[config.mk]
export PLATFORM = sky130hd
export DESIGN_NAME = mcd_top
export DESIGN_NICKNAME = d
export VERILOG_FILES = /design/src/design/mcd_pkg.sv /design/src/design/mcd_top.sv
export SDC_FILE = /design/constraint.sdc
export NUM_CORES = 2
export LEC_CHECK = 0
export BUFFER_PORTS_ARGS = -buffer_cell sky130_fd_sc_hd__buf_2
export CORE_AREA = 2 2 220 308
export CTS_CLUSTER_SIZE = 30
export DETAILED_ROUTE_END_ITERATION = 10
export DIE_AREA = 0 0 222 310
export PLACE_DENSITY = 0.86
export SLEW_MARGIN = 20
export SYNTH_ARGS = -nofsm -noshare
export SYNTH_HDL_FRONTEND = slang
export SYNTH_SLANG_ARGS = --single-unit
[constraint.sdc]
create_clock -name i_clk -period 83.8 [get_ports i_clk]
set_input_delay 12.57 -clock i_clk [delete_from_list [all_inputs] [get_ports i_clk]]
set_output_delay 12.57 -clock i_clk [all_outputs]
set_load 0.02 [all_outputs]
[src/design/mcd_pkg.sv]
// Constants for the maintenance counter and display block
// Function
// Power-on hour counter wraps past 65535
// Hour display 1-hour units, then 10-hour units
// Board capacitor hours saturate at 65535
// Fan hours count while fan runs, or every hour when fan on/off control is off
// Startup counter per run command, wraps
// Startup display 0.001 steps, then 0.01
// RS485 error count wraps past 9999
// Latest RS485 error code shown decimal
// Hourly peak heat-sink temperature
// Hourly peak effective output current
// Capacitance percent versus shipment value
// Drive firmware version as four digits
// Keypad version only with remote keypad
// Item selector from 5_00, return steps back
// Menu reachable only when menu level 2
// Running mode at power-up, key to programming
// Comm view adds forward, reverse, reset bits
// Comm view shows uninverted signals
// Hex view packs 16 bits, four digits
// Prescaler derives one-hour tick
// Peaks latch at tick then restart
package mcd_pkg;
  localparam int unsigned CLK_HZ = 40000000;
  localparam int unsigned HOUR_S = 3600;
  localparam longint unsigned HOUR_CYC = longint'(CLK_HZ) * longint'(HOUR_S);
  localparam logic [15:0] CNT_MAX = 16'hFFFF;
  localparam logic [15:0] ERR_MAX = 16'h270F;
  localparam logic [15:0] TEN_K = 16'h2710;
  localparam logic [15:0] SHIP_PCT = 16'h0064;
  localparam logic [3:0] ITEM_LAST = 4'hA;
  localparam logic [1:0] FULL_MENU = 2'h2;
  localparam logic [3:0] SEL_MAINT = 4'h5;
  localparam logic [3:0] BIT_COMM_FWD = 4'hD;
  localparam logic [3:0] BIT_COMM_REV = 4'hE;
  localparam logic [3:0] BIT_COMM_RST = 4'hF;
  localparam logic [7:0] ITEM_HOURS = 8'h00;
  localparam logic [7:0] ITEM_DCLINK = 8'h01;
  localparam logic [7:0] ITEM_TEMP = 8'h03;
  localparam logic [7:0] ITEM_CURR = 8'h04;
  localparam logic [7:0] ITEM_CAP = 8'h05;
  localparam logic [7:0] ITEM_PCBCAP = 8'h06;
  localparam logic [7:0] ITEM_FAN = 8'h07;
  localparam logic [7:0] ITEM_STARTS = 8'h08;
  localparam logic [7:0] ITEM_ERRCNT = 8'h11;
  localparam logic [7:0] ITEM_ERRCODE = 8'h12;
  localparam logic [7:0] ITEM_DRVVER = 8'h14;
  localparam logic [7:0] ITEM_PADVER = 8'h16;
  typedef enum logic [1:0] {
    MCD_RUNNING = 2'b00,
    MCD_MENU = 2'b01,
    MCD_LIST = 2'b11,
    MCD_DATA = 2'b10
  } mcd_state_t;
endpackage

[src/design/mcd_top.sv]
// Maintenance counters, menu navigation and LED monitor formatting
`timescale 1ns/1ps
module mcd_top #(
  parameter longint unsigned HOUR_CYCLES = mcd_pkg::HOUR_CYC
) (
  input wire logic i_clk,
  input wire logic i_rst,
  input wire logic i_ce,
  input wire logic i_run_cmd,
  input wire logic i_fan_running,
  input wire logic i_fan_onoff_control,
  input wire logic i_comm_err,
  input wire logic [15:0] i_comm_err_code,
  input wire logic [15:0] i_heatsink_temp,
  input wire logic [15:0] i_out_current,
  input wire logic [15:0] i_cap_now,
  input wire logic [15:0] i_cap_ship,
  input wire logic [15:0] i_drv_version,
  input wire logic [15:0] i_pad_version,
  input wire logic i_remote_pad,
  input wire logic [1:0] i_menu_level_select,
  input wire logic i_key_prg,
  input wire logic i_key_up,
  input wire logic i_key_down,
  input wire logic i_key_func,
  input wire logic [3:0] i_menu_sel,
  input wire logic i_comm_mode,
  input wire logic [4:0] i_term_in,
  input wire logic i_y1_out,
  input wire logic i_relay_out,
  input wire logic i_comm_forward_cmd,
  input wire logic i_comm_reverse_cmd,
  input wire logic i_comm_reset_cmd,
  output logic [1:0] o_mode,
  output logic o_maintenance_menu_entry,
  output logic [7:0] o_item_code,
  output logic o_show_data,
  output logic [15:0] o_disp_value,
  output logic [1:0] o_disp_point,
  output logic [15:0] o_io_in_hex,
  output logic [15:0] o_io_out_hex,
  output logic [7:0] o_io_seg,
  output logic o_hour_tick,
  output logic [15:0] o_hours,
  output logic [15:0] o_starts,
  output logic [15:0] o_err_count
);
  import mcd_pkg::*;

  // ==========================================================
  // Input synchronisers for pins (three stages)
  // ==========================================================
  logic [5:0] pin_s1_reg;
  logic [5:0] pin_s2_reg;
  logic [5:0] pin_s3_reg;
  logic [5:0] pin_reg;
  logic [5:0] pin_raw;
  assign pin_raw = {i_relay_out, i_term_in};

  always_ff @(posedge i_clk) begin
    if (i_rst) begin
      pin_s1_reg <= 6'h00;
      pin_s2_reg <= 6'h00;
      pin_s3_reg <= 6'h00;
      pin_reg <= 6'h00;
    end else if (i_ce) begin
      pin_s1_reg <= pin_raw;
      pin_s2_reg <= pin_s1_reg;
      pin_s3_reg <= pin_s2_reg;
      for (int i = 0; i < 6; i++) begin
        if (pin_s2_reg[i] == pin_s3_reg[i]) begin
          pin_reg[i] <= pin_s3_reg[i];
        end
      end
    end
  end

  // ==========================================================
  // Hour prescaler
  // ==========================================================
  logic [37:0] pre_reg;
  logic tick;
  assign tick = (pre_reg == 38'(HOUR_CYCLES - 1));

  always_ff @(posedge i_clk) begin
    if (i_rst) begin
      pre_reg <= 38'h0;
      o_hour_tick <= 1'b0;
    end else if (i_ce) begin
      pre_reg <= tick ? 38'h0 : pre_reg + 38'h1;
      o_hour_tick <= tick;
    end
  end

  // ==========================================================
  // Hour counters
  // ==========================================================
  logic [15:0] pcb_hours_reg;
  logic [15:0] fan_hours_reg;

  always_ff @(posedge i_clk) begin
    if (i_rst) begin
      o_hours <= 16'h0000;
      pcb_hours_reg <= 16'h0000;
      fan_hours_reg <= 16'h0000;
    end else if (i_ce && tick) begin
      o_hours <= o_hours + 16'h0001;
      if (pcb_hours_reg != CNT_MAX) begin
        pcb_hours_reg <= pcb_hours_reg + 16'h0001;
      end
      if (fan_hours_reg != CNT_MAX && (i_fan_running || !i_fan_onoff_control)) begin
        fan_hours_reg <= fan_hours_reg + 16'h0001;
      end
    end
  end

  // ==========================================================
  // Startup and RS485 error counters
  // ==========================================================
  logic run_d_reg;
  logic [15:0] err_code_reg;

  always_ff @(posedge i_clk) begin
    if (i_rst) begin
      run_d_reg <= 1'b0;
      o_starts <= 16'h0000;
    end else if (i_ce) begin
      run_d_reg <= i_run_cmd;
      if (i_run_cmd && !run_d_reg) begin
        o_starts <= o_starts + 16'h0001;
      end
    end
  end

  always_ff @(posedge i_clk) begin
    if (i_rst) begin
      o_err_count <= 16'h0000;
      err_code_reg <= 16'h0000;
    end else if (i_ce && i_comm_err) begin
      o_err_count <= (o_err_count == ERR_MAX) ? 16'h0000 : o_err_count + 16'h0001;
      err_code_reg <= i_comm_err_code;
    end
  end

  // ==========================================================
  // Hourly peak trackers
  // ==========================================================
  logic [15:0] temp_run_reg;
  logic [15:0] curr_run_reg;
  logic [15:0] temp_peak_reg;
  logic [15:0] curr_peak_reg;

  function automatic logic [15:0] max16(input logic [15:0] a, input logic [15:0] b);
    max16 = (a > b) ? a : b;
  endfunction

  always_ff @(posedge i_clk) begin
    if (i_rst) begin
      temp_run_reg <= 16'h0000;
      curr_run_reg <= 16'h0000;
      temp_peak_reg <= 16'h0000;
      curr_peak_reg <= 16'h0000;
    end else if (i_ce) begin
      if (tick) begin
        temp_peak_reg <= max16(temp_run_reg, i_heatsink_temp);
        curr_peak_reg <= max16(curr_run_reg, i_out_current);
        temp_run_reg <= 16'h0000;
        curr_run_reg <= 16'h0000;
      end else begin
        temp_run_reg <= max16(temp_run_reg, i_heatsink_temp);
        curr_run_reg <= max16(curr_run_reg, i_out_current);
      end
    end
  end

  // ==========================================================
  // Capacitance percentage
  // ==========================================================
  logic [15:0] cap_pct;
  logic [22:0] cap_prod;
  assign cap_prod = 23'(i_cap_now) * 23'(SHIP_PCT);
  assign cap_pct = (i_cap_ship == 16'h0000) ? 16'h0000
                   : 16'(cap_prod / 23'(i_cap_ship));

  // ==========================================================
  // Menu navigation
  // ==========================================================
  mcd_state_t state_reg;
  logic [3:0] idx_reg;
  logic [3:0] idx_max;
  assign idx_max = i_remote_pad ? ITEM_LAST + 4'h1 : ITEM_LAST;

  always_ff @(posedge i_clk) begin
    if (i_rst) begin
      state_reg <= MCD_RUNNING;
      idx_reg <= 4'h0;
    end else if (i_ce) begin
      case (state_reg)
        MCD_RUNNING: begin
          if (i_key_prg) begin
            state_reg <= MCD_MENU;
          end
        end
        MCD_MENU: begin
          if (i_key_prg) begin
            state_reg <= MCD_RUNNING;
          end else if (i_key_func && i_menu_sel == SEL_MAINT
                       && i_menu_level_select == FULL_MENU) begin
            state_reg <= MCD_LIST;
            idx_reg <= 4'h0;
          end
        end
        MCD_LIST: begin
          if (i_key_prg) begin
            state_reg <= MCD_MENU;
          end else if (i_key_func) begin
            state_reg <= MCD_DATA;
          end else if (i_key_up) begin
            idx_reg <= (idx_reg >= idx_max) ? 4'h0 : idx_reg + 4'h1;
          end else if (i_key_down) begin
            idx_reg <= (idx_reg == 4'h0) ? idx_max : idx_reg - 4'h1;
          end
        end
        MCD_DATA: begin
          if (i_key_prg) begin
            state_reg <= MCD_LIST;
          end
        end
        default: begin
          state_reg <= MCD_RUNNING;
        end
      endcase
    end
  end

  // ==========================================================
  // Item decode and display formatting
  // ==========================================================
  function automatic logic [7:0] item_of(input logic [3:0] idx);
    case (idx)
      4'h0: item_of = ITEM_HOURS;
      4'h1: item_of = ITEM_DCLINK;
      4'h2: item_of = ITEM_TEMP;
      4'h3: item_of = ITEM_CURR;
      4'h4: item_of = ITEM_CAP;
      4'h5: item_of = ITEM_PCBCAP;
      4'h6: item_of = ITEM_FAN;
      4'h7: item_of = ITEM_STARTS;
      4'h8: item_of = ITEM_ERRCNT;
      4'h9: item_of = ITEM_ERRCODE;
      4'hA: item_of = ITEM_DRVVER;
      default: item_of = ITEM_PADVER;
    endcase
  endfunction

  // Scaled form: below 10000 in units of one, from 10000 up in units of ten
  function automatic logic [15:0] scale(input logic [15:0] v);
    scale = (v < TEN_K) ? v : 16'(v / 16'h000A);
  endfunction

  function automatic logic [1:0] point(input logic [15:0] v);
    point = (v < TEN_K) ? 2'h3 : 2'h2;
  endfunction

  logic [7:0] item_cur;
  logic [15:0] val_next;
  logic [1:0] pt_next;
  // Index past the end after keypad removal shows the first item
  assign item_cur = (idx_reg > idx_max) ? item_of(4'h0) : item_of(idx_reg);

  always_comb begin
    val_next = 16'h0000;
    pt_next = 2'h0;
    case (item_cur)
      ITEM_HOURS: begin
        val_next = scale(o_hours);
        pt_next = point(o_hours);
      end
      ITEM_PCBCAP: begin
        val_next = scale(pcb_hours_reg);
        pt_next = point(pcb_hours_reg);
      end
      ITEM_FAN: begin
        val_next = scale(fan_hours_reg);
        pt_next = point(fan_hours_reg);
      end
      ITEM_STARTS: begin
        val_next = scale(o_starts);
        pt_next = point(o_starts);
      end
      ITEM_TEMP: val_next = temp_peak_reg;
      ITEM_CURR: val_next = curr_peak_reg;
      ITEM_CAP: val_next = cap_pct;
      ITEM_ERRCNT: val_next = o_err_count;
      ITEM_ERRCODE: val_next = err_code_reg;
      ITEM_DRVVER: val_next = i_drv_version;
      ITEM_PADVER: val_next = i_remote_pad ? i_pad_version : 16'h0000;
      default: val_next = 16'h0000;
    endcase
  end

  // ==========================================================
  // I/O status views
  // ==========================================================
  logic [15:0] in_hex_next;
  always_comb begin
    in_hex_next = 16'h0000;
    in_hex_next[4:0] = pin_reg[4:0];
    if (i_comm_mode) begin
      in_hex_next[BIT_COMM_FWD] = i_comm_forward_cmd;
      in_hex_next[BIT_COMM_REV] = i_comm_reverse_cmd;
      in_hex_next[BIT_COMM_RST] = i_comm_reset_cmd;
    end
  end

  always_ff @(posedge i_clk) begin
    if (i_rst) begin
      o_io_in_hex <= 16'h0000;
      o_io_out_hex <= 16'h0000;
      o_io_seg <= 8'h00;
    end else if (i_ce) begin
      o_io_in_hex <= in_hex_next;
      o_io_out_hex <= {7'h00, pin_reg[5], 7'h00, i_y1_out};
      o_io_seg <= {in_hex_next[BIT_COMM_RST], in_hex_next[BIT_COMM_REV],
                   in_hex_next[BIT_COMM_FWD], pin_reg[4:0]};
    end
  end

  // ==========================================================
  // Registered display outputs
  // ==========================================================
  always_ff @(posedge i_clk) begin
    if (i_rst) begin
      o_mode <= 2'b00;
      o_maintenance_menu_entry <= 1'b0;
      o_item_code <= 8'h00;
      o_show_data <= 1'b0;
      o_disp_value <= 16'h0000;
      o_disp_point <= 2'h0;
    end else if (i_ce) begin
      o_mode <= state_reg;
      o_maintenance_menu_entry <= (state_reg == MCD_MENU) && (i_menu_sel == SEL_MAINT)
                                  && (i_menu_level_select == FULL_MENU);
      o_item_code <= item_cur;
      o_show_data <= (state_reg == MCD_DATA);
      o_disp_value <= val_next;
      o_disp_point <= pt_next;
    end
  end
endmodule

==> qor.txt <==
# clock sinks = 272
asr flop ratio synth = 0%
WL final = 130 mm
DR pass1 iterations = 9
Rows = 112
most common cell after layout, fill and taps aside = nor2_1
CP Data Arrival Time = 78.45 ns
DP Cell Count = 6192
leading area contributor after synthesis = dfxtp_1
main combinational cell family by area after synthesis = compound AO/OA/AOI/OAI gates
max-slew violations = 0
pin count of the biggest net entering global routing = 92
post-synth top area share = 14.4%
most used cell, CP = o21ai_0
clock root buffer = clkbuf_16
Clock Latency Late Sink = 0.58 ns
sequential fraction of the synthesis area = 14.4%
Synth Area in Simple Gates = 25.5%
Vias/cell = 6.61
critical path capture point type = register
Worst slew margin = 25.5%
Post-route DRC = 0
largest stage delay on the critical path = 0.61 ns
max_cap viols = 0
I/O Buffers = 234
Syn Inst Count = 5294
Yosys Warn Count = 0
WL/cell = 20.7 um
TritonCTS Buffers = 24
full die area = 68800 sq um
Initial Util = 57.2%
post-synthesis xor/xnor area fraction = 8.30%
mux cell area share after synthesis = 5.38%
Finished Layout Cells = 6281
#FFs+latches synth = 272
DR vias = 41.5k
Tot GR Track Use = 36.0%
chip width = 222 um
Setup CP Type = in -> reg
Startpoint Class = primary input
final setup skew = 0.0248 ns
number of global-route vias before repair = 39.0k
TritonCTS clock tree = built
Synth Area in Compound Gates = 28.1%
Synth Flop Type = dfxtp_1
Hold Crit Class = reg -> reg
initial antenna violation count = 6
die height = 310 um
clock slew at reported path FFs = 0.07 ns
first-pass GRT wire length = 202 mm
crit path max-delay cell type = a311oi_2
Fmax = 12.8 MHz
adder-cell share of the synthesized area = 12.6%
run status = complete, no violations
Antenna Violating Nets Remaining = 0
Final setup viols = 0
Area growth syn-to-layout = 8.30%
1st-iter DRT viols = 3555
cell area after synthesis = 37900 sq um
Post-synth EDFFs = 0
fin crit period = 78.00 ns
DP HPWL = 99.2 mm
H-tree depth = 1
GP Congestion = 1.05
max reg flops = 38
remaining global-route overflow = 0
most frequent cells in the layout = 598 x nor2_1, 475 x nand2_1, 434 x a21oi_1
Core ar. = 66300 sq um
largest cells by area after synthesis = dfxtp_1 14%, ha_1 12%, nor2_1 6.0%
period utilization = 93.1%
layout cells sized above 1 = 11.5%
Nets = 5913
final hold vios = 0
Data required, critical path = 84.25 ns
IO Count = 260
Avg Inst Size Synth = 7.16 sq um
worst-margin pin slew = 1.11 ns
Crit Path Max Fanout = 18
library cells used by synthesis = 137
Clock Path Buffers = 3
hold_buf cts = 0
## worst max-delay path: cells and delay by family
family                     cells  cell delay (ns)
adders and majority gates     27             9.12
AOI/OAI and AO/OA            189            36.06
xor gates and xnor gates       9             1.45
muxes                          7             2.37
and+or+nand+nor              100            14.46
buffers and inverters         16             2.27
## final timing paths
path | start | end | slack, ns | depth (start not counted)
worst max register to register | o_hours[14] | o_disp_value[0] | 74.70 | 35
worst max-delay path | i_cap_now[8] | o_disp_value[0] | 5.80 | 348
worst min-delay path | o_item_code[1] | o_item_code[1] | 0.46 | 2
worst min register to register | o_item_code[1] | o_item_code[1] | 0.46 | 2
## cells in the mapped netlist (12+ instances only)
cell and n:
nor2b_1 55, a2111oi_0 12, or2_2 29, a21o_1 119, o221ai_1 17, ha_1 357, mux2_2 74, nand3_1 155
a21oi_1 442, clkbuf_1 207, a222oi_1 13, a22oi_1 65, a31oi_1 40, and3_1 60, buf_1 15, nand2b_1 109
xor2_1 149, nor3b_1 12, nand2_1 477, a21boi_0 14, o21ai_1 21, o211ai_1 35, a211oi_1 69, or4_1 12
a221oi_1 27, o22ai_1 17, dfxtp_1 272, a211o_1 20, nor4_1 49, and2_1 51, o31ai_1 60, o21ai_0 305
buf_4 36, inv_1 250, o21bai_1 32, or3_1 51, and4_1 14, nor3_1 164, fa_1 12, mux2i_1 103
o21a_1 100, xnor2_1 199, nor2_1 603, nand4_1 81
## per-stage QoR
step | instance area, sq um | utilization [%] | TNS (ns) | setup WS, ns | hold slack (ns)
2_1_floorplan | 38000 | - | 0 | 4.22 | 0.436
6_report | 41000 | 61.9 | 0 | 5.80 | 0.457
4_1_cts | 40400 | 61.0 | 0 | 0.0590 | 0.458
3_5_place_dp | 39500 | 59.6 | -0.573 | -0.573 | 0.448
5_1_grt | 41000 | 61.9 | -0.345 | -0.345 | 0.470
3_3_place_gp | 39500 | 59.6 | 0 | 1.79 | 0.440
## per-layer routing
metal  vias up  share of wire, %  track usage, %
met5         -            0.0077               0
met4         2               9.4            29.4
met3       691               8.5            5.68
met2      2095                46            62.8
met1     19188                36            38.8
li1      19545                 -               -
## timing repair
action / 4_1_cts / 5_1_grt
setup buffers: 0 / 33
endpoints found under the setup margin: 1 / 3
gates resized for setup: 2 / 61
gates cloned: 0 / 6
pin swaps: 0 / 12
## cells by family (layout without fill, tap and decap cells)
kind of cell	Yosys count	in the layout
compound gates	1587	1590
flops	272	272
buf+inv	527	621
simple gates	1987	1990
other cells	1	33
fa+ha+maj	377	377
xor+xnor	354	354
mux	189	189
## final cells by class
type | instances | area, sq um
diodes | 6 | 15.0
clock buffers | 30 | 673
clock inverters | 13 | 238
fillers | 5908 | 25200
inverters | 252 | 953
multi-input cells | 4527 | 30800
flip-flops and latches | 272 | 5450
well taps | 855 | 1070
repair buffers | 326 | 1880
Power is left out: the tool's default activity adds up to more than one toggle a clock period on the data nets, which glitch-free logic cannot reach.
